<file path="src/sxa_pkg.sv">
// Shared constants and types for the six channel converter sequencer.
// Assumes a single 50 MHz clock on both ends of the link.
package sxa_pkg;

    localparam int CLK_NS      = 20;
    localparam int CONV_NS     = 1750;
    localparam int ACQ_NS      = 250;
    localparam int HOLD_MIN_NS = 15;
    // Least times round up to whole cycles
    localparam int CONV_CYC     = (CONV_NS + CLK_NS - 1) / CLK_NS;
    localparam int ACQ_CYC      = (ACQ_NS + CLK_NS - 1) / CLK_NS;
    localparam int HOLD_MIN_CYC = (HOLD_MIN_NS + CLK_NS - 1) / CLK_NS;

    localparam int NUM_PAIRS = 3;
    localparam int NUM_CHAN  = 6;
    localparam int DATA_W    = 12;
    localparam int ID_W      = 3;
    localparam int WORD_W    = 16;
    localparam int ENTRY_W   = ID_W + DATA_W;
    localparam int VALID_BIT = 15;
    localparam int ID_LSB    = 12;

    localparam logic [ID_W-1:0] MODE_CYCLE_DEF = 3'h6;
    localparam logic [ID_W-1:0] MODE_FIFO_DEF  = 3'h7;
    localparam logic [ID_W-1:0] LAST_CHAN      = 3'h5;

    localparam logic [WORD_W-1:0] WORD_NONE = 16'h0000;

    typedef enum {CV_IDLE, CV_CONV, CV_STORE0, CV_STORE1, CV_ACQ} sxa_conv_st_t;
    typedef enum {RH_IDLE, RH_SETUP, RH_LOW, RH_HIGH} sxa_rd_st_t;

    function automatic logic [WORD_W-1:0] sxa_pack(input logic valid,
                                                   input logic [ENTRY_W-1:0] entry);
        return {valid, entry};
    endfunction

endpackage

</file>
<file path="src/sxa_if.sv">
// Pin level link between the converter sequencer and its reading host.
// Assumes both ends share the one clock; the data bus is resolved here.
`timescale 1ns/1ns
interface sxa_if;
    logic        pair_a_hold_n;
    logic        pair_b_hold_n;
    logic        pair_c_hold_n;
    logic        mode_sel_0;
    logic        mode_sel_1;
    logic        mode_sel_2;
    logic        rd_n;
    logic        cs_n;
    logic        reset_n;
    logic        busy_n;
    logic [15:0] data;
    logic        data_oe;
    wire  [15:0] bus_data;

    // Released bus shows the inverse so a stale sample stands out
    assign bus_data = data_oe ? data : ~data;

    modport device (
        input  pair_a_hold_n, pair_b_hold_n, pair_c_hold_n,
        input  mode_sel_0, mode_sel_1, mode_sel_2, rd_n, cs_n, reset_n,
        output busy_n, data, data_oe
    );
    modport host (
        output pair_a_hold_n, pair_b_hold_n, pair_c_hold_n,
        output mode_sel_0, mode_sel_1, mode_sel_2, rd_n, cs_n, reset_n,
        input  busy_n, bus_data
    );
endinterface

</file>
<file path="src/sxa_device.sv">
// Converter end: hold capture, conversion sequencing, result store, read port.
// Assumes link pins are asynchronous to ref_clk_i; analog levels arrive on sample_i.
//
// Operation
// - Host holds pair strobe low fifteen nanoseconds
// - Strobe fall holds both pair inputs together
// - Busy low through whole conversion cycle
// - Read and select low drive result word
// - Conversion 1.75us, acquisition 0.25us per cycle
// - Reads may overlap next conversion start
// - Two converters; strobes pick mux, trigger
// - All three strobes capture six channels
// - Six result registers hold converted values
// - Word: valid bit, channel id, result
// - Mode select: single, cycle or FIFO
// - FIFO mode lets one pair fill six
// - Same cycle strobes convert A, B, C
// - Repeat falls ignored until conversion done
// - Top bit valid, then id, MSB first
// - Reset low clears outputs, stops conversion
`timescale 1ns/1ns

////////////////////////////////////////////////////////////////////////////////
module sxa_fifo
    import sxa_pkg::*;
#(
    parameter int W     = ENTRY_W,
    parameter int DEPTH = 4
) (
    input  wire logic         ref_clk_i,
    input  wire logic         rst_i,
    input  wire logic         in_valid_i,
    output logic              in_ready_o,
    input  wire logic [W-1:0] in_data_i,
    output logic              out_valid_o,
    input  wire logic         out_ready_i,
    output logic [W-1:0]      out_data_o
);
    localparam int PW = (DEPTH > 1) ? $clog2(DEPTH) : 1;

    if (DEPTH < 2) begin : g_chk
        $error("sxa_fifo needs DEPTH of at least 2");
    end

    logic [W-1:0]  mem_ff [DEPTH];
    logic [PW-1:0] wr_ff;
    logic [PW-1:0] rd_ff;
    logic [PW:0]   cnt_ff;
    logic [PW-1:0] nxt_wr;
    logic [PW-1:0] nxt_rd;
    logic [PW:0]   nxt_cnt;
    logic          push;
    logic          pop;

    function automatic logic [PW-1:0] inc(input logic [PW-1:0] p);
        return (p == PW'(DEPTH - 1)) ? '0 : PW'(p + 1'b1);
    endfunction

    assign in_ready_o  = (cnt_ff != (PW+1)'(DEPTH));
    assign out_valid_o = (cnt_ff != '0);
    assign out_data_o  = mem_ff[rd_ff];
    assign push        = in_valid_i & in_ready_o;
    assign pop         = out_valid_o & out_ready_i;

    always_comb begin
        nxt_wr  = push ? inc(wr_ff) : wr_ff;
        nxt_rd  = pop ? inc(rd_ff) : rd_ff;
        nxt_cnt = cnt_ff + (PW+1)'(push) - (PW+1)'(pop);
    end

    always_ff @(posedge ref_clk_i) begin
        if (rst_i) begin
            wr_ff  <= '0;
            rd_ff  <= '0;
            cnt_ff <= '0;
        end else begin
            wr_ff  <= nxt_wr;
            rd_ff  <= nxt_rd;
            cnt_ff <= nxt_cnt;
        end
        if (push) begin
            mem_ff[wr_ff] <= in_data_i;
        end
    end
endmodule

////////////////////////////////////////////////////////////////////////////////
module sxa_device
    import sxa_pkg::*;
#(
    parameter int              CONV_CYCLES     = CONV_CYC,
    parameter int              ACQ_CYCLES      = ACQ_CYC,
    parameter int              FIFO_DEPTH      = 4,
    parameter int              RING_DEPTH      = NUM_CHAN,
    parameter logic [ID_W-1:0] MODE_CYCLE_CODE = MODE_CYCLE_DEF,
    parameter logic [ID_W-1:0] MODE_FIFO_CODE  = MODE_FIFO_DEF
) (
    input  wire logic                 ref_clk_i,
    input  wire logic                 rst_i,
    input  wire logic [DATA_W-1:0]    sample_i [NUM_CHAN],
    output logic                      converting_o,
    sxa_if.device                     link
);
    localparam int TW = $clog2(((CONV_CYCLES > ACQ_CYCLES) ? CONV_CYCLES : ACQ_CYCLES) + 1);
    localparam int RW = $clog2(RING_DEPTH);
    // Pin vector layout: reset_n, cs_n, rd_n, mode[2:0], hold_n[2:0]
    localparam int PIN_W   = 9;
    localparam int P_RST   = 8;
    localparam int P_CS    = 7;
    localparam int P_RD    = 6;
    localparam int P_MODE  = 3;
    localparam logic [PIN_W-1:0] PIN_IDLE = 9'h1F8;

    if (CONV_CYCLES < 1 || ACQ_CYCLES < 1 || RING_DEPTH < NUM_CHAN
        || MODE_CYCLE_CODE <= LAST_CHAN || MODE_FIFO_CODE <= LAST_CHAN
        || MODE_CYCLE_CODE == MODE_FIFO_CODE) begin : g_chk
        $error("sxa_device parameters out of range");
    end

    ////////////////////////////////////////////////////////////////////////////
    logic [PIN_W-1:0] s1_ff, s2_ff, s3_ff;
    logic             clr;
    logic [2:0]       fall;
    logic [2:0]       accept;
    logic             acc_start, acc_end;
    logic [ID_W-1:0]  mode;

    always_ff @(posedge ref_clk_i) begin
        if (rst_i) begin
            s1_ff <= PIN_IDLE;
            s2_ff <= PIN_IDLE;
            s3_ff <= PIN_IDLE;
        end else begin
            s1_ff <= {link.reset_n, link.cs_n, link.rd_n, link.mode_sel_2,
                      link.mode_sel_1, link.mode_sel_0, link.pair_c_hold_n,
                      link.pair_b_hold_n, link.pair_a_hold_n};
            s2_ff <= s1_ff;
            s3_ff <= s2_ff;
        end
    end

    assign clr       = rst_i | ~s2_ff[P_RST];
    assign fall      = s3_ff[2:0] & ~s2_ff[2:0];
    assign mode      = s2_ff[P_MODE +: ID_W];
    assign acc_start = ~(s2_ff[P_CS] | s2_ff[P_RD]) & (s3_ff[P_CS] | s3_ff[P_RD]);
    assign acc_end   = (s2_ff[P_CS] | s2_ff[P_RD]) & ~(s3_ff[P_CS] | s3_ff[P_RD]);

    ////////////////////////////////////////////////////////////////////////////
    sxa_conv_st_t     st_ff, nxt_st;
    logic [TW-1:0]    tmr_ff, nxt_tmr;
    logic [2:0]       pend_ff, nxt_pend;
    logic [1:0]       q_ff [NUM_PAIRS];
    logic [1:0]       nxt_q [NUM_PAIRS];
    logic [1:0]       qcnt_ff, nxt_qcnt;
    logic [1:0]       cur_ff, nxt_cur;
    logic [DATA_W-1:0] held_ff [NUM_CHAN];
    logic [DATA_W-1:0] nxt_held [NUM_CHAN];
    logic             busy_n_ff, nxt_busy_n;
    logic             conv_ff, nxt_conv;
    logic             f_in_valid, f_in_ready;
    logic [ENTRY_W-1:0] f_in_data;
    logic             f_out_valid, f_out_ready;
    logic [ENTRY_W-1:0] f_out_data;

    assign accept = fall & ~pend_ff;

    always_comb begin
        nxt_st     = st_ff;
        nxt_tmr    = tmr_ff;
        nxt_pend   = pend_ff;
        nxt_q      = q_ff;
        nxt_qcnt   = qcnt_ff;
        nxt_cur    = cur_ff;
        nxt_held   = held_ff;
        nxt_busy_n = busy_n_ff;
        f_in_valid = 1'b0;
        f_in_data  = {ID_W'({cur_ff, 1'b0}), held_ff[{cur_ff, 1'b0}]};
        case (st_ff)
            CV_IDLE: begin
                if (qcnt_ff != 2'h0) begin
                    nxt_cur    = q_ff[0];
                    nxt_q[0]   = q_ff[1];
                    nxt_q[1]   = q_ff[2];
                    nxt_qcnt   = qcnt_ff - 2'h1;
                    nxt_tmr    = TW'(CONV_CYCLES - 1);
                    nxt_busy_n = 1'b0;
                    nxt_st     = CV_CONV;
                end
            end
            CV_CONV: begin
                nxt_tmr = tmr_ff - 1'b1;
                if (tmr_ff == '0) begin
                    nxt_st = CV_STORE0;
                end
            end
            CV_STORE0: begin
                f_in_valid = 1'b1;
                if (f_in_ready) begin
                    nxt_st = CV_STORE1;
                end
            end
            CV_STORE1: begin
                f_in_valid = 1'b1;
                f_in_data  = {ID_W'({cur_ff, 1'b1}), held_ff[{cur_ff, 1'b1}]};
                if (f_in_ready) begin
                    nxt_pend[cur_ff] = 1'b0;
                    nxt_busy_n       = 1'b1;
                    nxt_tmr          = TW'(ACQ_CYCLES - 1);
                    nxt_st           = CV_ACQ;
                end
            end
            CV_ACQ: begin
                nxt_tmr = tmr_ff - 1'b1;
                if (tmr_ff == '0) begin
                    nxt_st = CV_IDLE;
                end
            end
            default: nxt_st = CV_IDLE;
        endcase
        // Accepted strobes queue in A, B, C order behind older ones
        for (int p = 0; p < NUM_PAIRS; p++) begin
            if (accept[p]) begin
                nxt_pend[p]          = 1'b1;
                nxt_q[nxt_qcnt]      = 2'(p);
                nxt_qcnt             = nxt_qcnt + 2'h1;
                nxt_held[2*p]        = sample_i[2*p];
                nxt_held[2*p+1]      = sample_i[2*p+1];
            end
        end
        nxt_conv = ~nxt_busy_n;
    end

    always_ff @(posedge ref_clk_i) begin
        if (clr) begin
            st_ff     <= CV_IDLE;
            tmr_ff    <= '0;
            pend_ff   <= '0;
            q_ff      <= '{default: '0};
            qcnt_ff   <= '0;
            cur_ff    <= '0;
            held_ff   <= '{default: '0};
            busy_n_ff <= 1'b1;
            conv_ff   <= 1'b0;
        end else begin
            st_ff     <= nxt_st;
            tmr_ff    <= nxt_tmr;
            pend_ff   <= nxt_pend;
            q_ff      <= nxt_q;
            qcnt_ff   <= nxt_qcnt;
            cur_ff    <= nxt_cur;
            held_ff   <= nxt_held;
            busy_n_ff <= nxt_busy_n;
            conv_ff   <= nxt_conv;
        end
    end

    sxa_fifo #(.W(ENTRY_W), .DEPTH(FIFO_DEPTH)) u_fifo (
        .ref_clk_i   (ref_clk_i),
        .rst_i       (clr),
        .in_valid_i  (f_in_valid),
        .in_ready_o  (f_in_ready),
        .in_data_i   (f_in_data),
        .out_valid_o (f_out_valid),
        .out_ready_i (f_out_ready),
        .out_data_o  (f_out_data)
    );

    ////////////////////////////////////////////////////////////////////////////
    logic [DATA_W:0]    res_ff [NUM_CHAN];
    logic [DATA_W:0]    nxt_res [NUM_CHAN];
    logic [ENTRY_W-1:0] ring_ff [RING_DEPTH];
    logic [ENTRY_W-1:0] nxt_ring [RING_DEPTH];
    logic [RW-1:0]      rwr_ff, nxt_rwr, rrd_ff, nxt_rrd;
    logic [RW:0]        rcnt_ff, nxt_rcnt;
    logic [ID_W-1:0]    cyc_ff, nxt_cyc;
    logic [WORD_W-1:0]  word_ff, nxt_word;
    logic               oe_ff, nxt_oe;
    logic               ring_full;
    logic               fifo_mode;
    logic [ID_W-1:0]    ch;

    function automatic logic [RW-1:0] rinc(input logic [RW-1:0] p);
        return (p == RW'(RING_DEPTH - 1)) ? '0 : RW'(p + 1'b1);
    endfunction

    assign ring_full   = (rcnt_ff == (RW+1)'(RING_DEPTH));
    assign fifo_mode   = (mode == MODE_FIFO_CODE);
    // In FIFO mode a full store stalls conversions; otherwise oldest is dropped
    assign f_out_ready = ~(ring_full & fifo_mode);

    always_comb begin
        nxt_res  = res_ff;
        nxt_ring = ring_ff;
        nxt_rwr  = rwr_ff;
        nxt_rrd  = rrd_ff;
        nxt_rcnt = rcnt_ff;
        nxt_cyc  = cyc_ff;
        nxt_word = word_ff;
        nxt_oe   = oe_ff & ~acc_end;
        ch       = (mode == MODE_CYCLE_CODE) ? cyc_ff : mode;
        if (acc_start) begin
            nxt_oe = 1'b1;
            if (fifo_mode) begin
                nxt_word = WORD_NONE;
                if (rcnt_ff != '0) begin
                    nxt_word = sxa_pack(1'b1, ring_ff[rrd_ff]);
                    nxt_rrd  = rinc(rrd_ff);
                    nxt_rcnt = rcnt_ff - 1'b1;
                end
            end else if (ch <= LAST_CHAN) begin
                nxt_word = sxa_pack(res_ff[ch][DATA_W],
                                    {ch, res_ff[ch][DATA_W-1:0]});
                nxt_res[ch][DATA_W] = 1'b0;
                if (mode == MODE_CYCLE_CODE) begin
                    nxt_cyc = (cyc_ff == LAST_CHAN) ? '0 : cyc_ff + 1'b1;
                end
            end else begin
                nxt_word = WORD_NONE;
            end
        end
        // A result landing in the read cycle sets valid after the read clears it
        if (f_out_valid & f_out_ready) begin
            nxt_res[f_out_data[ENTRY_W-1 -: ID_W]] = {1'b1, f_out_data[DATA_W-1:0]};
            nxt_ring[rwr_ff] = f_out_data;
            nxt_rwr          = rinc(rwr_ff);
            if (nxt_rcnt == (RW+1)'(RING_DEPTH)) begin
                nxt_rrd = rinc(nxt_rrd);
            end else begin
                nxt_rcnt = nxt_rcnt + 1'b1;
            end
        end
    end

    always_ff @(posedge ref_clk_i) begin
        if (clr) begin
            res_ff  <= '{default: '0};
            ring_ff <= '{default: '0};
            rwr_ff  <= '0;
            rrd_ff  <= '0;
            rcnt_ff <= '0;
            cyc_ff  <= '0;
            word_ff <= WORD_NONE;
            oe_ff   <= 1'b0;
        end else begin
            res_ff  <= nxt_res;
            ring_ff <= nxt_ring;
            rwr_ff  <= nxt_rwr;
            rrd_ff  <= nxt_rrd;
            rcnt_ff <= nxt_rcnt;
            cyc_ff  <= nxt_cyc;
            word_ff <= nxt_word;
            oe_ff   <= nxt_oe;
        end
    end

    assign link.busy_n  = busy_n_ff;
    assign link.data    = word_ff;
    assign link.data_oe = oe_ff;
    assign converting_o = conv_ff;
endmodule

</file>
<file path="src/flat_wrapper.sv">
// flat-port wrapper written by rule: the top's interface ports become plain ports
module sxa_device_flat import sxa_pkg::*;
#(
    parameter int              CONV_CYCLES     = CONV_CYC,
    parameter int              ACQ_CYCLES      = ACQ_CYC,
    parameter int              FIFO_DEPTH      = 4,
    parameter int              RING_DEPTH      = NUM_CHAN,
    parameter logic [ID_W-1:0] MODE_CYCLE_CODE = MODE_CYCLE_DEF,
    parameter logic [ID_W-1:0] MODE_FIFO_CODE  = MODE_FIFO_DEF
)
  (ref_clk_i, rst_i, sample_i, converting_o, link_pair_a_hold_n, link_pair_b_hold_n, link_pair_c_hold_n, link_mode_sel_0, link_mode_sel_1, link_mode_sel_2, link_rd_n, link_cs_n, link_reset_n, link_busy_n, link_data, link_data_oe);
  sxa_if link_i ();
  input  wire logic ref_clk_i;
  input  wire logic rst_i;
  input  wire logic [DATA_W-1:0] sample_i[NUM_CHAN];
  output logic converting_o;
  input wire logic [$bits(link_i.pair_a_hold_n)-1:0] link_pair_a_hold_n;
  input wire logic [$bits(link_i.pair_b_hold_n)-1:0] link_pair_b_hold_n;
  input wire logic [$bits(link_i.pair_c_hold_n)-1:0] link_pair_c_hold_n;
  input wire logic [$bits(link_i.mode_sel_0)-1:0] link_mode_sel_0;
  input wire logic [$bits(link_i.mode_sel_1)-1:0] link_mode_sel_1;
  input wire logic [$bits(link_i.mode_sel_2)-1:0] link_mode_sel_2;
  input wire logic [$bits(link_i.rd_n)-1:0] link_rd_n;
  input wire logic [$bits(link_i.cs_n)-1:0] link_cs_n;
  input wire logic [$bits(link_i.reset_n)-1:0] link_reset_n;
  output wire logic [$bits(link_i.busy_n)-1:0] link_busy_n;
  output wire logic [$bits(link_i.data)-1:0] link_data;
  output wire logic [$bits(link_i.data_oe)-1:0] link_data_oe;
  assign link_i.pair_a_hold_n = link_pair_a_hold_n;
  assign link_i.pair_b_hold_n = link_pair_b_hold_n;
  assign link_i.pair_c_hold_n = link_pair_c_hold_n;
  assign link_i.mode_sel_0 = link_mode_sel_0;
  assign link_i.mode_sel_1 = link_mode_sel_1;
  assign link_i.mode_sel_2 = link_mode_sel_2;
  assign link_i.rd_n = link_rd_n;
  assign link_i.cs_n = link_cs_n;
  assign link_i.reset_n = link_reset_n;
  assign link_busy_n = link_i.busy_n;
  assign link_data = link_i.data;
  assign link_data_oe = link_i.data_oe;
  sxa_device #(.CONV_CYCLES(CONV_CYCLES), .ACQ_CYCLES(ACQ_CYCLES), .FIFO_DEPTH(FIFO_DEPTH), .RING_DEPTH(RING_DEPTH), .MODE_CYCLE_CODE(MODE_CYCLE_CODE), .MODE_FIFO_CODE(MODE_FIFO_CODE)) u_core (.ref_clk_i(ref_clk_i), .rst_i(rst_i), .sample_i(sample_i), .converting_o(converting_o), .link(link_i));
endmodule
</file>
<file path="config.mk">
export PLATFORM = sky130hd
export DESIGN_NAME = sxa_device_flat
export DESIGN_NICKNAME = d
export VERILOG_FILES = /design/src/sxa_pkg.sv /design/src/sxa_if.sv /design/src/sxa_device.sv /design/src/flat_wrapper.sv
export SDC_FILE = /design/constraint.sdc
export NUM_CORES = 1
export LEC_CHECK = 0
export BUFFER_PORTS_ARGS = -buffer_cell sky130_fd_sc_hd__buf_4
export CAP_MARGIN = 20
export CORE_UTILIZATION = 40
export DETAILED_ROUTE_END_ITERATION = 16
export GPL_ROUTABILITY_DRIVEN = 0
export SLEW_MARGIN = 10
export SYNTH_ARGS = -nofsm -noshare
export SYNTH_HDL_FRONTEND = slang
export SYNTH_SLANG_ARGS = --single-unit
</file>
<file path="constraint.sdc">
create_clock -name ref_clk_i -period 6.9 [get_ports ref_clk_i]
set_input_delay 1.38 -clock ref_clk_i [delete_from_list [all_inputs] [get_ports ref_clk_i]]
set_output_delay 1.38 -clock ref_clk_i [all_outputs]
set_load 0.02 [all_outputs]
</file>
==> summary.md, run 1 <==
| Metric | Value |
|---|---|
| Outcome | `completed` |
| Port Buf Inserts | `101` |
| GRT overflow | `0` |
| Layout Skew | `0.01644 ns` |
| Area delta synth->final | `15.38%` |
| First-pass GRT wire length | `66.27 mm` |
| Setup Total Neg Slack | `0 ns` |
| Critical path arrival | `3.92 ns` |
| H-tree depth | `2` |
| Routed vias | `12550` |
| Commonest non-fill, non-tap cell in the layout | `nand2_1` |
| EDFF count, synth | `60` |
| Actual slew at the worst max-slew pin | `1.075 ns` |
| DP Wirelength | `26.36 mm` |
| CTS Buf Count | `43` |
| Die height | `204.7 um` |
| Crit share post-route | `50.36%` |
| Initial antenna violation count | `0` |
| Die ar. | `41890 um2` |
| Ports | `102` |
| Asr flop ratio synth | `0%` |
| Final Setup Violations | `0` |
| Max Slew Vio Count | `0` |
| Mapped Area | `16430 um2` |
| Die width | `204.7 um` |
| Setup Fix Bufs, Post-CTS | `0` |
| Pin count of the biggest net entering global routing | `201` |
| Minimum clock period | `3.475 ns` |
| Final WS setup | `3.425 ns` |
| Worst IR Drop VDD | `0.1945 mV` |
| Core Region | `40100 um2` |
| Final hold violations | `0` |
| DRC violations left | `0` |
| Antenna cells | `0` |
| Syn_nets | `1885` |
| CTS Hold Buffers Added | `0` |
| Num rows | `73` |
| Static leakage | `6.899 nW` |
| Unrepaired setup endpoints after global routing | `no` |
| Pwr Density | `318.6 nW/um2` |
| Synth warn | `0` |
| Critical path endpoint category | `register` |
| Worst-Skew Late Latency | `0.56 ns` |
| Max Fclk | `287.8 MHz` |
| Clock Sink Count | `387` |
| Synthesized instance count | `1780` |
| Routed Wire Length | `41.42 mm` |
| Placed cell area | `17480 um2` |
| Reg clk slew, reported paths | `0.06 ns` |
| Sequential fraction of the synthesis area | `50.80%` |
| Maximum fanout along the worst path | `200` |
| Final instance area | `18960 um2` |
| Total power | `6.040 mW` |
| Startpoint Class | `input port` |
| # resized after CTS | `0` |
| Post-Syn Area per Cell | `9.231 um2` |
| Vias in the first global route | `11940` |
| Yosys reg bits | `387` |
| Critical path required time | `7.34 ns` |
| TritonRoute pass-1 iters | `5` |
| Total GRT Usage | `20.01%` |
| Most frequent cells in the layout | `nand2_1, dfxtp_1, a21oi_1, mux2i_1, nor2_1` |
| Number of DRC markers in iteration 0 | `984` |
| Synth Flop Type | `dfxtp_1` |
| Post-route ant nets | `0` |
| Initial Util | `40.98%` |
| CTS root buffer | `clkbuf_16` |
| Via density per instance | `5.317` |
| Layout Nets | `1909` |
| Max_cap viols | `0` |
| Pre-CTS setup slack | `2.961 ns` |
| Fin util | `47.28%` |
| CTS tree | `built` |
| DR WL/cell | `17.55 um` |
| Share of post-route cells with drive strength above 1 | `14.44%` |
| WS Path Type | `input port to register` |
| Slew headroom | `28.21%` |
| CTS max path bufs | `3` |
| HP Class | `register to register` |
| Netlist cell types | `63` |
[cell usage after synthesis (all sizes together), types with 8 or more instances]
| cell | instances | area share [%] |
|---|---|---|
| o22ai | 12 | 0.46 |
| o21ai | 50 | 1.5 |
| a21oi | 199 | 6.1 |
| mux2i | 140 | 8.5 |
| nor3 | 12 | 0.37 |
| xnor2 | 10 | 0.53 |
| dfxtp | 327 | 40 |
| mux4 | 36 | 4.9 |
| inv | 24 | 0.55 |
| buf | 26 | 0.87 |
| nor2 | 136 | 3.1 |
| clkbuf | 114 | 2.6 |
| nand3 | 34 | 1.1 |
| a22oi | 10 | 0.46 |
| a221oi | 8 | 0.43 |
| nor2b | 16 | 0.61 |
| ha | 21 | 1.6 |
| nand2 | 418 | 9.5 |
| o221ai | 11 | 0.59 |
| or2 | 18 | 0.70 |
| edfxtp | 60 | 11 |
| o21a | 12 | 0.55 |
| nand4 | 11 | 0.42 |
| and2 | 10 | 0.39 |
[through the flow]
stage	instances	hold WS, ns
after detailed placement	2283	0.3932
after CTS	2359	0.4072
after global placement	2283	0.3971
after global routing	2360	0.4320
final	2360	0.4061
after floorplan	1780	0.3895
[report_power, final]
group | total, mW | internal [mW] | switching [mW]
Clock | 2.37 | 1.45 | 0.922
Combinational | 1.14 | 0.406 | 0.732
Sequential | 2.53 | 2.42 | 0.109
[path summary, 6_finish.rpt]
kind,slack (ns),endpoint,start,depth (start not counted)
worst max-delay path,3.43,u_core.link.data[11],rst_i,6
worst min-delay path,0.41,u_core.s2_ff[7],u_core.s1_ff[7],1
worst max register to register,3.64,u_core.qcnt_ff[1],u_core.st_ff[0],11
worst min register to register,0.41,u_core.s2_ff[7],u_core.s1_ff[7],1
[worst max-delay path, cell delays in order]
cell,delay (ns)
buf_4,0.22
nand2b_4,0.74
buf_12,0.70
nor2_1,0.28
a22oi_1,0.27
nand2_1,0.07
[flip-flops by register name (all words and copies together), names as in the netlist, 3 cells and up, named ones only]
name and count:
u_core.pend_ff 3, u_core.rcnt_ff 4, u_core.rwr_ff 3, u_core.s3_ff 5, u_core.u_fifo.cnt_ff 3, u_core.rrd_ff 3
u_core.cyc_ff 3, u_core.s1_ff 9, u_core.held_ff 72, u_core.u_fifo.mem_ff 60, u_core.q_ff 6, u_core.ring_ff 90
u_core.res_ff 78, u_core.link.data 16, u_core.s2_ff 9, u_core.tmr_ff 7, u_core.st_ff 3
[logic make-up (layout without fill, tap and decap cells)]
kind of cell	Yosys count	in the layout	share of synthesized area, %
flops	387	387	50.80
mux	177	177	13.53
compound gates	331	331	11.63
fa+ha+maj	23	23	1.782
simple gates	686	686	17.58
buf+inv	164	219	4.028
xor+xnor	12	12	0.6396
[final cells by class]
cell class | instances | area [um2]
clock buffers | 59 | 1246
clock inverters | 17 | 220.2
fillers | 3751 | 21140
inverters | 24 | 90.09
multi-input cells | 1229 | 7486
flip-flops and latches | 387 | 8351
well taps | 525 | 656.9
repair buffers | 119 | 909.6
[per-layer routing]
layer / global-route usage, % / share of wire (%) / vias to the layer above
met2: 32.19 / 46 / 301
met1: 27.79 / 47 / 6042
li1: - / - / 6155
met3: 3.182 / 4.9 / 49
met5: 0 / 0 / -
met4: 5.277 / 1.8 / 0
Power figures use the tool's default switching activity.
==> run 2, diff against run 1 <==
Clock period 6.9 ns to 2.9 ns, I/O delays scaled along.
==> run 2 against run 1 <==
Critical path depth is 5 higher. Flip-flop and latch count did not move. Die area is the same. Highest routed layer unchanged. Final area is 1.3% higher. Combinational power increased by 150%. Critical path type is now register to register. Clock-buffer cell count fell by 2. Clock skew increased by 0.013 ns. Worst hold slack worse by 0.17 ns. Worst setup slack worse by 3.2 ns.
==> summary.md, run 2 (synthesized netlist as in run 1, its figures left out) <==
| Metric | Value |
|---|---|
| Initial Util | `40.98% (unchanged)` |
| Final Setup Violations | `0 (unchanged)` |
| CTS max path bufs | `3 (unchanged)` |
| Antenna cells | `0 (unchanged)` |
| First-pass GRT wire length | `65.14 mm (was 66.27 mm)` |
| Total GRT Usage | `19.52% (was 20.01%)` |
| CTS root buffer | `clkbuf_16 (unchanged)` |
| Crit share post-route | `93.52%` |
| Most flops, register | `u_core.ring_ff (unchanged)` |
| Initial antenna violation count | `0 (unchanged)` |
| CTS tree | `built (unchanged)` |
| Max_cap viols | `0 (unchanged)` |
| Minimum clock period | `2.712 ns` |
| Setup Total Neg Slack | `0 ns (unchanged)` |
| Logic pwr share | `20.1% (was 18.8%)` |
| Number of DRC markers in iteration 0 | `873 (was 984)` |
| Commonest non-fill, non-tap cell in the layout | `nand2_1 (unchanged)` |
| Biggest regs | `u_core.ring_ff: 90 flops, u_core.res_ff: 78 flops, u_core.held_ff: 72 flops (unchanged)` |
| Critical path arrival | `3.15 ns (was 3.92 ns)` |
| Die ar. | `41890 um2 (unchanged)` |
| DP Wirelength | `26.68 mm (was 26.36 mm)` |
| Routed vias | `12660 (was 12550)` |
| Die height | `204.7 um (unchanged)` |
| Startpoint Class | `register (was input port)` |
| Max FFs per register | `90 (unchanged)` |
| Post-route ant nets | `0 (unchanged)` |
| Pwr Density | `732.8 nW/um2 (was 318.6 nW/um2)` |
| WS Path Type | `register to register (was input port to register)` |
| Vias in the first global route | `12150 (was 11940)` |
| Num rows | `73 (unchanged)` |
| GRT overflow | `0 (unchanged)` |
| CTS Hold Buffers Added | `0 (unchanged)` |
| Sw Ratio | `29.49% (was 29.20%)` |
| Max Slew Vio Count | `0 (unchanged)` |
| Ports | `102 (unchanged)` |
| P_sw | `4.151 mW (was 1.764 mW)` |
| Reg clk slew, reported paths | `0.06 ns (about the same)` |
| Unrepaired setup endpoints after global routing | `no (unchanged)` |
| Worst-Skew Late Latency | `0.55 ns (was 0.56 ns)` |
| Slowest stage cell, crit path | `a2111oi_4 (was nand2b_4)` |
| Delay of the slowest cell on the worst path | `0.44 ns (was 0.74 ns)` |
| CTS Buf Count | `42 (was 43)` |
| Clk pwr share | `37.3% (was 39.2%)` |
| Sequential power share | `42.6% (was 41.9%)` |
| Most frequent cells in the layout | `nand2_1, dfxtp_1, a21oi_1, buf_4, mux2i_1 (was nand2_1, dfxtp_1, a21oi_1, mux2i_1, nor2_1)` |
| Pin count of the biggest net entering global routing | `97 (was 201)` |
| Port Buf Inserts | `101 (unchanged)` |
| Share of post-route cells with drive strength above 1 | `15.92% (was 14.44%)` |
| Max Fclk | `368.7 MHz` |
| H-tree depth | `2 (unchanged)` |
| Total power | `14.07 mW (was 6.040 mW)` |
| Worst IR Drop VDD | `0.4147 mV (was 0.1945 mV)` |
| Hold_ws | `0.2335 ns (was 0.4061 ns)` |
| Core Region | `40100 um2 (unchanged)` |
| Outcome | `completed (unchanged)` |
| Actual slew at the worst max-slew pin | `1.008 ns (was 1.075 ns)` |
| Static leakage | `7.033 nW (was 6.899 nW)` |
| Die width | `204.7 um (unchanged)` |
| Critical path required time | `3.34 ns (was 7.34 ns)` |
| Clock Sink Count | `387 (unchanged)` |
| Layout Skew | `0.02944 ns (was 0.01644 ns)` |
| TritonRoute pass-1 iters | `5 (unchanged)` |
| Maximum fanout along the worst path | `4 (was 200)` |
| Final hold violations | `0 (unchanged)` |
| Buf+Inv Stages, Crit Path | `3 (was 2)` |
| Delay-heaviest family, CP | `adder cells (was simple AND/OR/NAND/NOR gates)` |
| Layout Nets | `1947 (was 1909)` |
| Worst path cell trace | `inv_1 -> ha_1 -> a2111oi_4 -> buf_4 -> buf_4 -> a21oi_1 -> ha_1 -> o211ai_1 -> nor3_2 -> maj3_1 -> mux2i_1 (was buf_4 -> nand2b_4 -> buf_12 -> nor2_1 -> a22oi_1 -> nand2_1)` |
| Critical path endpoint category | `register (unchanged)` |
| Internal Dissipation | `9.923 mW (was 4.276 mW)` |
| DR WL/cell | `16.94 um (was 17.55 um)` |
| HP Class | `input port to register (was register to register)` |
| Slew headroom | `32.81% (was 28.21%)` |
| Via density per instance | `5.280 (was 5.317)` |
| DRC violations left | `0 (unchanged)` |
| Routed Wire Length | `40.60 mm (was 41.42 mm)` |
| Area delta synth->final | `16.87% (was 15.38%)` |
## run 2: cell types whose count changed in the layout (fill, tap and decap cells not counted), moves of 3 or more
cell,before,now
buf_12,1,4
clkbuf_8,11,5
clkbuf_1,5,9
buf_4,117,154
## run 2: layer usage
layer	wire (um)	vias to the layer above	global-route usage [%]
met3	1979	61	2.800
li1	-	6228	-
met4	810	0	5.650
met5	0	-	0
met1	19240	6045	27.07
met2	18560	322	31.46
## run 2: repair_timing
action / CTS / global route
endpoints found under the hold margin: 0 / 0
endpoints found under the setup margin: 0 / 3
gates resized for setup: 0 / 2
setup buffers: 0 / 1
## run 2: worst paths after layout
path,from,to,depth (start not counted),slack [ns]
worst max-delay path,u_core.rcnt_ff[0],u_core.rrd_ff[2],11,0.19
worst min-delay path,link_mode_sel_0,u_core.s1_ff[3],2,0.23
worst max register to register,u_core.rcnt_ff[0],u_core.rrd_ff[2],11,0.19
worst min register to register,u_core.s1_ff[8],u_core.s2_ff[8],1,0.41
## run 2: power groups by stage
stage	combinational (mW)	sequential, mW	clock (mW)
6_report	2.83	5.99	5.25
5_1_grt	3.08	6.03	5.59
4_1_cts	2.84	5.99	5.37
3_5_place_dp	2.82	6.10	0
3_3_place_gp	2.78	6.09	0
2_1_floorplan	1.94	6.00	0
## run 2: worst register-to-register path, stage by stage, from the launching register on
cell,delay [ns]
dfxtp_1,0.38
inv_1,0.10
ha_1,0.28
a2111oi_4,0.44
buf_4,0.19
buf_4,0.12
a21oi_1,0.10
ha_1,0.22
o211ai_1,0.14
nor3_2,0.09
maj3_1,0.42
mux2i_1,0.14
## run 2: through the flow
step / worst slack, ns / area (um2) / instances / utilization, %
floorplan: 0.07103 / 16440 / 1780 / -
global placement: 0.1994 / 17820 / 2322 / 44.43
detailed placement: 0.1482 / 17820 / 2322 / 44.43
CTS: 0.1436 / 19180 / 2396 / 47.84
global route: 0.03116 / 19200 / 2397 / 47.90
finish: 0.1880 / 19200 / 2397 / 47.90
## run 2: layout make-up
| cell class | count | area (um2) |
|---|---|---|
| fill | 3757 | 20890 |
| tap | 525 | 656.9 |
| sequential | 387 | 8351 |
| timing repair buffer | 158 | 1236 |
| inverter | 24 | 90.09 |
| multi-input combinational | 1229 | 7505 |
| clock buffer | 57 | 1179 |
| clock inverter | 17 | 187.7 |
==> run 3, diff against run 2 <==
--- a/config.mk
+++ b/config.mk
@@ -9,6 +9,8 @@
 export CAP_MARGIN = 20
 export CORE_UTILIZATION = 40
+export CTS_CLUSTER_SIZE = 30
 export DETAILED_ROUTE_END_ITERATION = 16
 export GPL_ROUTABILITY_DRIVEN = 0
+export GPL_TIMING_DRIVEN = 1
 export SLEW_MARGIN = 10
 export SYNTH_ARGS = -nofsm -noshare
==> constraint.sdc (replaced) <==
create_clock -name ref_clk_i -period 2.9 [get_ports ref_clk_i]
set_input_delay 0.145 -clock ref_clk_i [delete_from_list [all_inputs] [get_ports ref_clk_i]]
set_output_delay 0.145 -clock ref_clk_i [all_outputs]
set_load 0.02 [all_outputs]
==> run 3 against run 2 <==
Total power up 2.4%. Flip-flop and latch count unchanged. Wire length up 5.0%.
==> summary.md, run 3 (synthesized netlist as in run 1, its figures left out) <==
| Metric | Value |
|---|---|
| Routed vias | `13050 (was 12660)` |
| Setup Total Neg Slack | `0 ns (unchanged)` |
| Final hold violations | `0 (unchanged)` |
| Max Fclk | `365.3 MHz (was 368.7 MHz)` |
| WHS Endpoint | `u_core.s1_ff[6] (was u_core.s1_ff[3])` |
| Minimum clock period | `2.738 ns (was 2.712 ns)` |
| Max_cap viols | `0 (unchanged)` |
| Critical path endpoint category | `register (unchanged)` |
| Initial Util | `40.98% (unchanged)` |
| Port Buf Inserts | `101 (unchanged)` |
| Clock Sink Count | `387 (unchanged)` |
| CTS max path bufs | `3 (unchanged)` |
| DP Wirelength | `26.88 mm (was 26.68 mm)` |
| Pwr Density | `715.1 nW/um2 (was 732.8 nW/um2)` |
| Post-route ant nets | `0 (unchanged)` |
| Max FFs per register | `90 (unchanged)` |
| Max Slew Vio Count | `0 (unchanged)` |
| Die ar. | `41890 um2 (unchanged)` |
| Worst IR Drop VDD | `0.3724 mV (was 0.4147 mV)` |
| Worst path cell trace | `or2_2 -> o31ai_2 -> ha_1 -> mux2_2 -> ha_1 -> mux2i_1 -> inv_1 -> ha_1 -> nor2_1 -> a21oi_1 -> nor2_1 (was inv_1 -> ha_1 -> a2111oi_4 -> buf_4 -> buf_4 -> a21oi_1 -> ha_1 -> o211ai_1 -> nor3_2 -> maj3_1 -> mux2i_1)` |
| Total GRT Usage | `20.53% (was 19.52%)` |
| Reg2reg path depth | `11 (unchanged)` |
| Most flops, register | `u_core.ring_ff (unchanged)` |
| CTS Buf Count | `42 (unchanged)` |
| Layout Nets | `2034 (was 1947)` |
| Routed Wire Length | `42.61 mm (was 40.60 mm)` |
| Reg2Reg Capture Point | `u_core.qcnt_ff[1] (was u_core.rrd_ff[2])` |
| Crit share post-route | `94.40% (was 93.52%)` |
| Delay of the slowest cell on the worst path | `0.36 ns (was 0.44 ns)` |
| CTS tree | `built (unchanged)` |
| Grt met3 use | `3.086% (was 2.800%)` |
| Reg clk slew, reported paths | `0.06 ns (about the same)` |
| Unrepaired setup endpoints after global routing | `no (unchanged)` |
| GRT busiest layer | `met2 (unchanged)` |
| Startpoint Class | `register (unchanged)` |
| Maximum fanout along the worst path | `6 (was 4)` |
| Critical path required time | `3.31 ns (was 3.34 ns)` |
| Delay-heaviest family, CP | `adder cells (unchanged)` |
| Hold depth | `3 (was 2)` |
| Critical Path Stages | `11 (unchanged)` |
| Commonest non-fill, non-tap cell in the layout | `nand2_1 (unchanged)` |
| FF-to-FF Start | `u_core.st_ff[0] (was u_core.rcnt_ff[0])` |
| Static leakage | `7.433 nW (was 7.033 nW)` |
| Slew headroom | `35.22% (was 32.81%)` |
| Met1 usage | `27.60% (was 27.07%)` |
| Pin count of the biggest net entering global routing | `101 (was 97)` |
| HP Class | `input port to register (unchanged)` |
| Pre-CTS setup slack | `0.1521 ns (was 0.1482 ns)` |
| Final Setup Violations | `0 (unchanged)` |
| H-tree depth | `2 (unchanged)` |
| CTS root buffer | `clkbuf_16 (unchanged)` |
| Slowest stage cell, crit path | `or2_2 (was a2111oi_4)` |
| Biggest regs | `u_core.ring_ff: 90 flops, u_core.res_ff: 78 flops, u_core.held_ff: 72 flops (unchanged)` |
| Final WS setup | `0.1625 ns (was 0.1880 ns)` |
| Number of DRC markers in iteration 0 | `874 (was 873)` |
| Num rows | `73 (unchanged)` |
| Die width | `204.7 um (unchanged)` |
| TritonRoute pass-1 iters | `5 (unchanged)` |
| GRT overflow | `0 (unchanged)` |
| Outcome | `completed (unchanged)` |
| Antenna cells | `0 (unchanged)` |
| Min-delay src | `link_rd_n (was link_mode_sel_0)` |
| First-pass GRT wire length | `68.24 mm (was 65.14 mm)` |
| Reg-to-reg slack, setup | `0.16 ns (was 0.19 ns)` |
| Critical path arrival | `3.15 ns (about the same)` |
| Core Region | `40100 um2 (unchanged)` |
| M2 GR Usage | `33.60% (was 31.46%)` |
| WS Path Type | `register to register (unchanged)` |
| Layout Skew | `0.01637 ns (was 0.02944 ns)` |
| Buf+Inv Stages, Crit Path | `1 (was 3)` |
| Via density per instance | `5.246 (was 5.280)` |
| Die height | `204.7 um (unchanged)` |
| DRC violations left | `0 (unchanged)` |
| Area delta synth->final | `22.65% (was 16.87%)` |
| Worst-Skew Late Latency | `0.54 ns (was 0.55 ns)` |
| Share of post-route cells with drive strength above 1 | `15.04% (was 15.92%)` |
| Most used cell, CP | `ha_1` |
| Most frequent cells in the layout | `nand2_1, dfxtp_1, a21oi_1, buf_4, mux2i_1 (unchanged)` |
| Ports | `102 (unchanged)` |
| Vias in the first global route | `12840 (was 12150)` |
| Actual slew at the worst max-slew pin | `0.9716 ns (was 1.008 ns)` |
| DR WL/cell | `17.13 um (was 16.94 um)` |
| Initial antenna violation count | `0 (unchanged)` |
-- run 3: changes by cell type in the layout (fill, tap and decap cells not counted), moves of 2 or more --
| cell | before | now |
|---|---|---|
| dlygate4sd3_1 | 0 | 90 |
| clkbuf_8 | 5 | 10 |
| buf_4 | 154 | 150 |
| clkinv_2 | 7 | 4 |
| clkinvlp_4 | 3 | 0 |
| clkbuf_1 | 9 | 11 |
| clkbuf_16 | 43 | 45 |
| clkinv_8 | 2 | 0 |
-- run 3: worst max path at each step --
stage	startpoint	endpoint	slack (ns)
6_report	u_core.st_ff[0]	u_core.qcnt_ff[1]	0.16
5_1_grt	u_core.st_ff[0]	u_core.qcnt_ff[1]	0.02
4_1_cts	u_core.st_ff[0]	u_core.qcnt_ff[1]	0.15
3_5_place_dp	u_core.st_ff[0]	u_core.qcnt_ff[1]	0.15
3_3_place_gp	u_core.st_ff[0]	u_core.qcnt_ff[1]	0.29
2_1_floorplan	u_core.st_ff[2]	u_core.qcnt_ff[1]	0.07
-- run 3: per-layer routing --
metal | part of all wire (%) | vias up | wire [um]
met5 | 0 | - | 0
met4 | 2.4 | 0 | 1040
met3 | 5.4 | 70 | 2280
met2 | 46 | 358 | 19720
met1 | 46 | 6224 | 19570
li1 | - | 6394 | -
-- run 3: worst min-delay path: stages --
cell	delay, ns
dlygate4sd3_1	0.53
buf_4	0.10
or2_2	0.09
-- run 3: through the flow --
stage / instances / hold WS, ns / power (mW) / instance area (um2) / utilization (%)
6_report: 2487 / 0.3667 / 14.41 / 20150 / 50.26
2_1_floorplan: 1780 / 0.2166 / 7.941 / 16440 / -
5_1_grt: 2487 / 0.3662 / 15.03 / 20150 / 50.26
4_1_cts: 2487 / 0.3224 / 14.51 / 20150 / 50.25
3_3_place_gp: 2320 / 0.3376 / 8.862 / 17810 / 44.43
3_5_place_dp: 2320 / 0.3373 / 8.924 / 17810 / 44.43
-- run 3: timing repair --
| action | CTS | global route |
|---|---|---|
| resized for setup | 0 | 1 |
| setup endpoints to repair | 0 | 2 |
| hold endpoints to repair | 94 | 0 |
| setup buffers | 0 | 0 |
| hold buffers | 90 | 0 |
-- run 3: report_power, final --
part	switching, mW	internal (mW)
Sequential	0.221	5.76
Combinational	1.82	1.11
Clock	2.14	3.35
-- run 3: cell type report --
| cell class | instances | area [um2] |
|---|---|---|
| Fill cell | 3660 | 19940 |
| Sequential cell | 387 | 8351 |
| Multi-Input combinational cell | 1229 | 7496 |
| Timing Repair Buffer | 245 | 2127 |
| Clock buffer | 66 | 1305 |
| Tap cell | 525 | 656.9 |
| Clock inverter | 11 | 127.6 |
| Inverter | 24 | 90.09 |
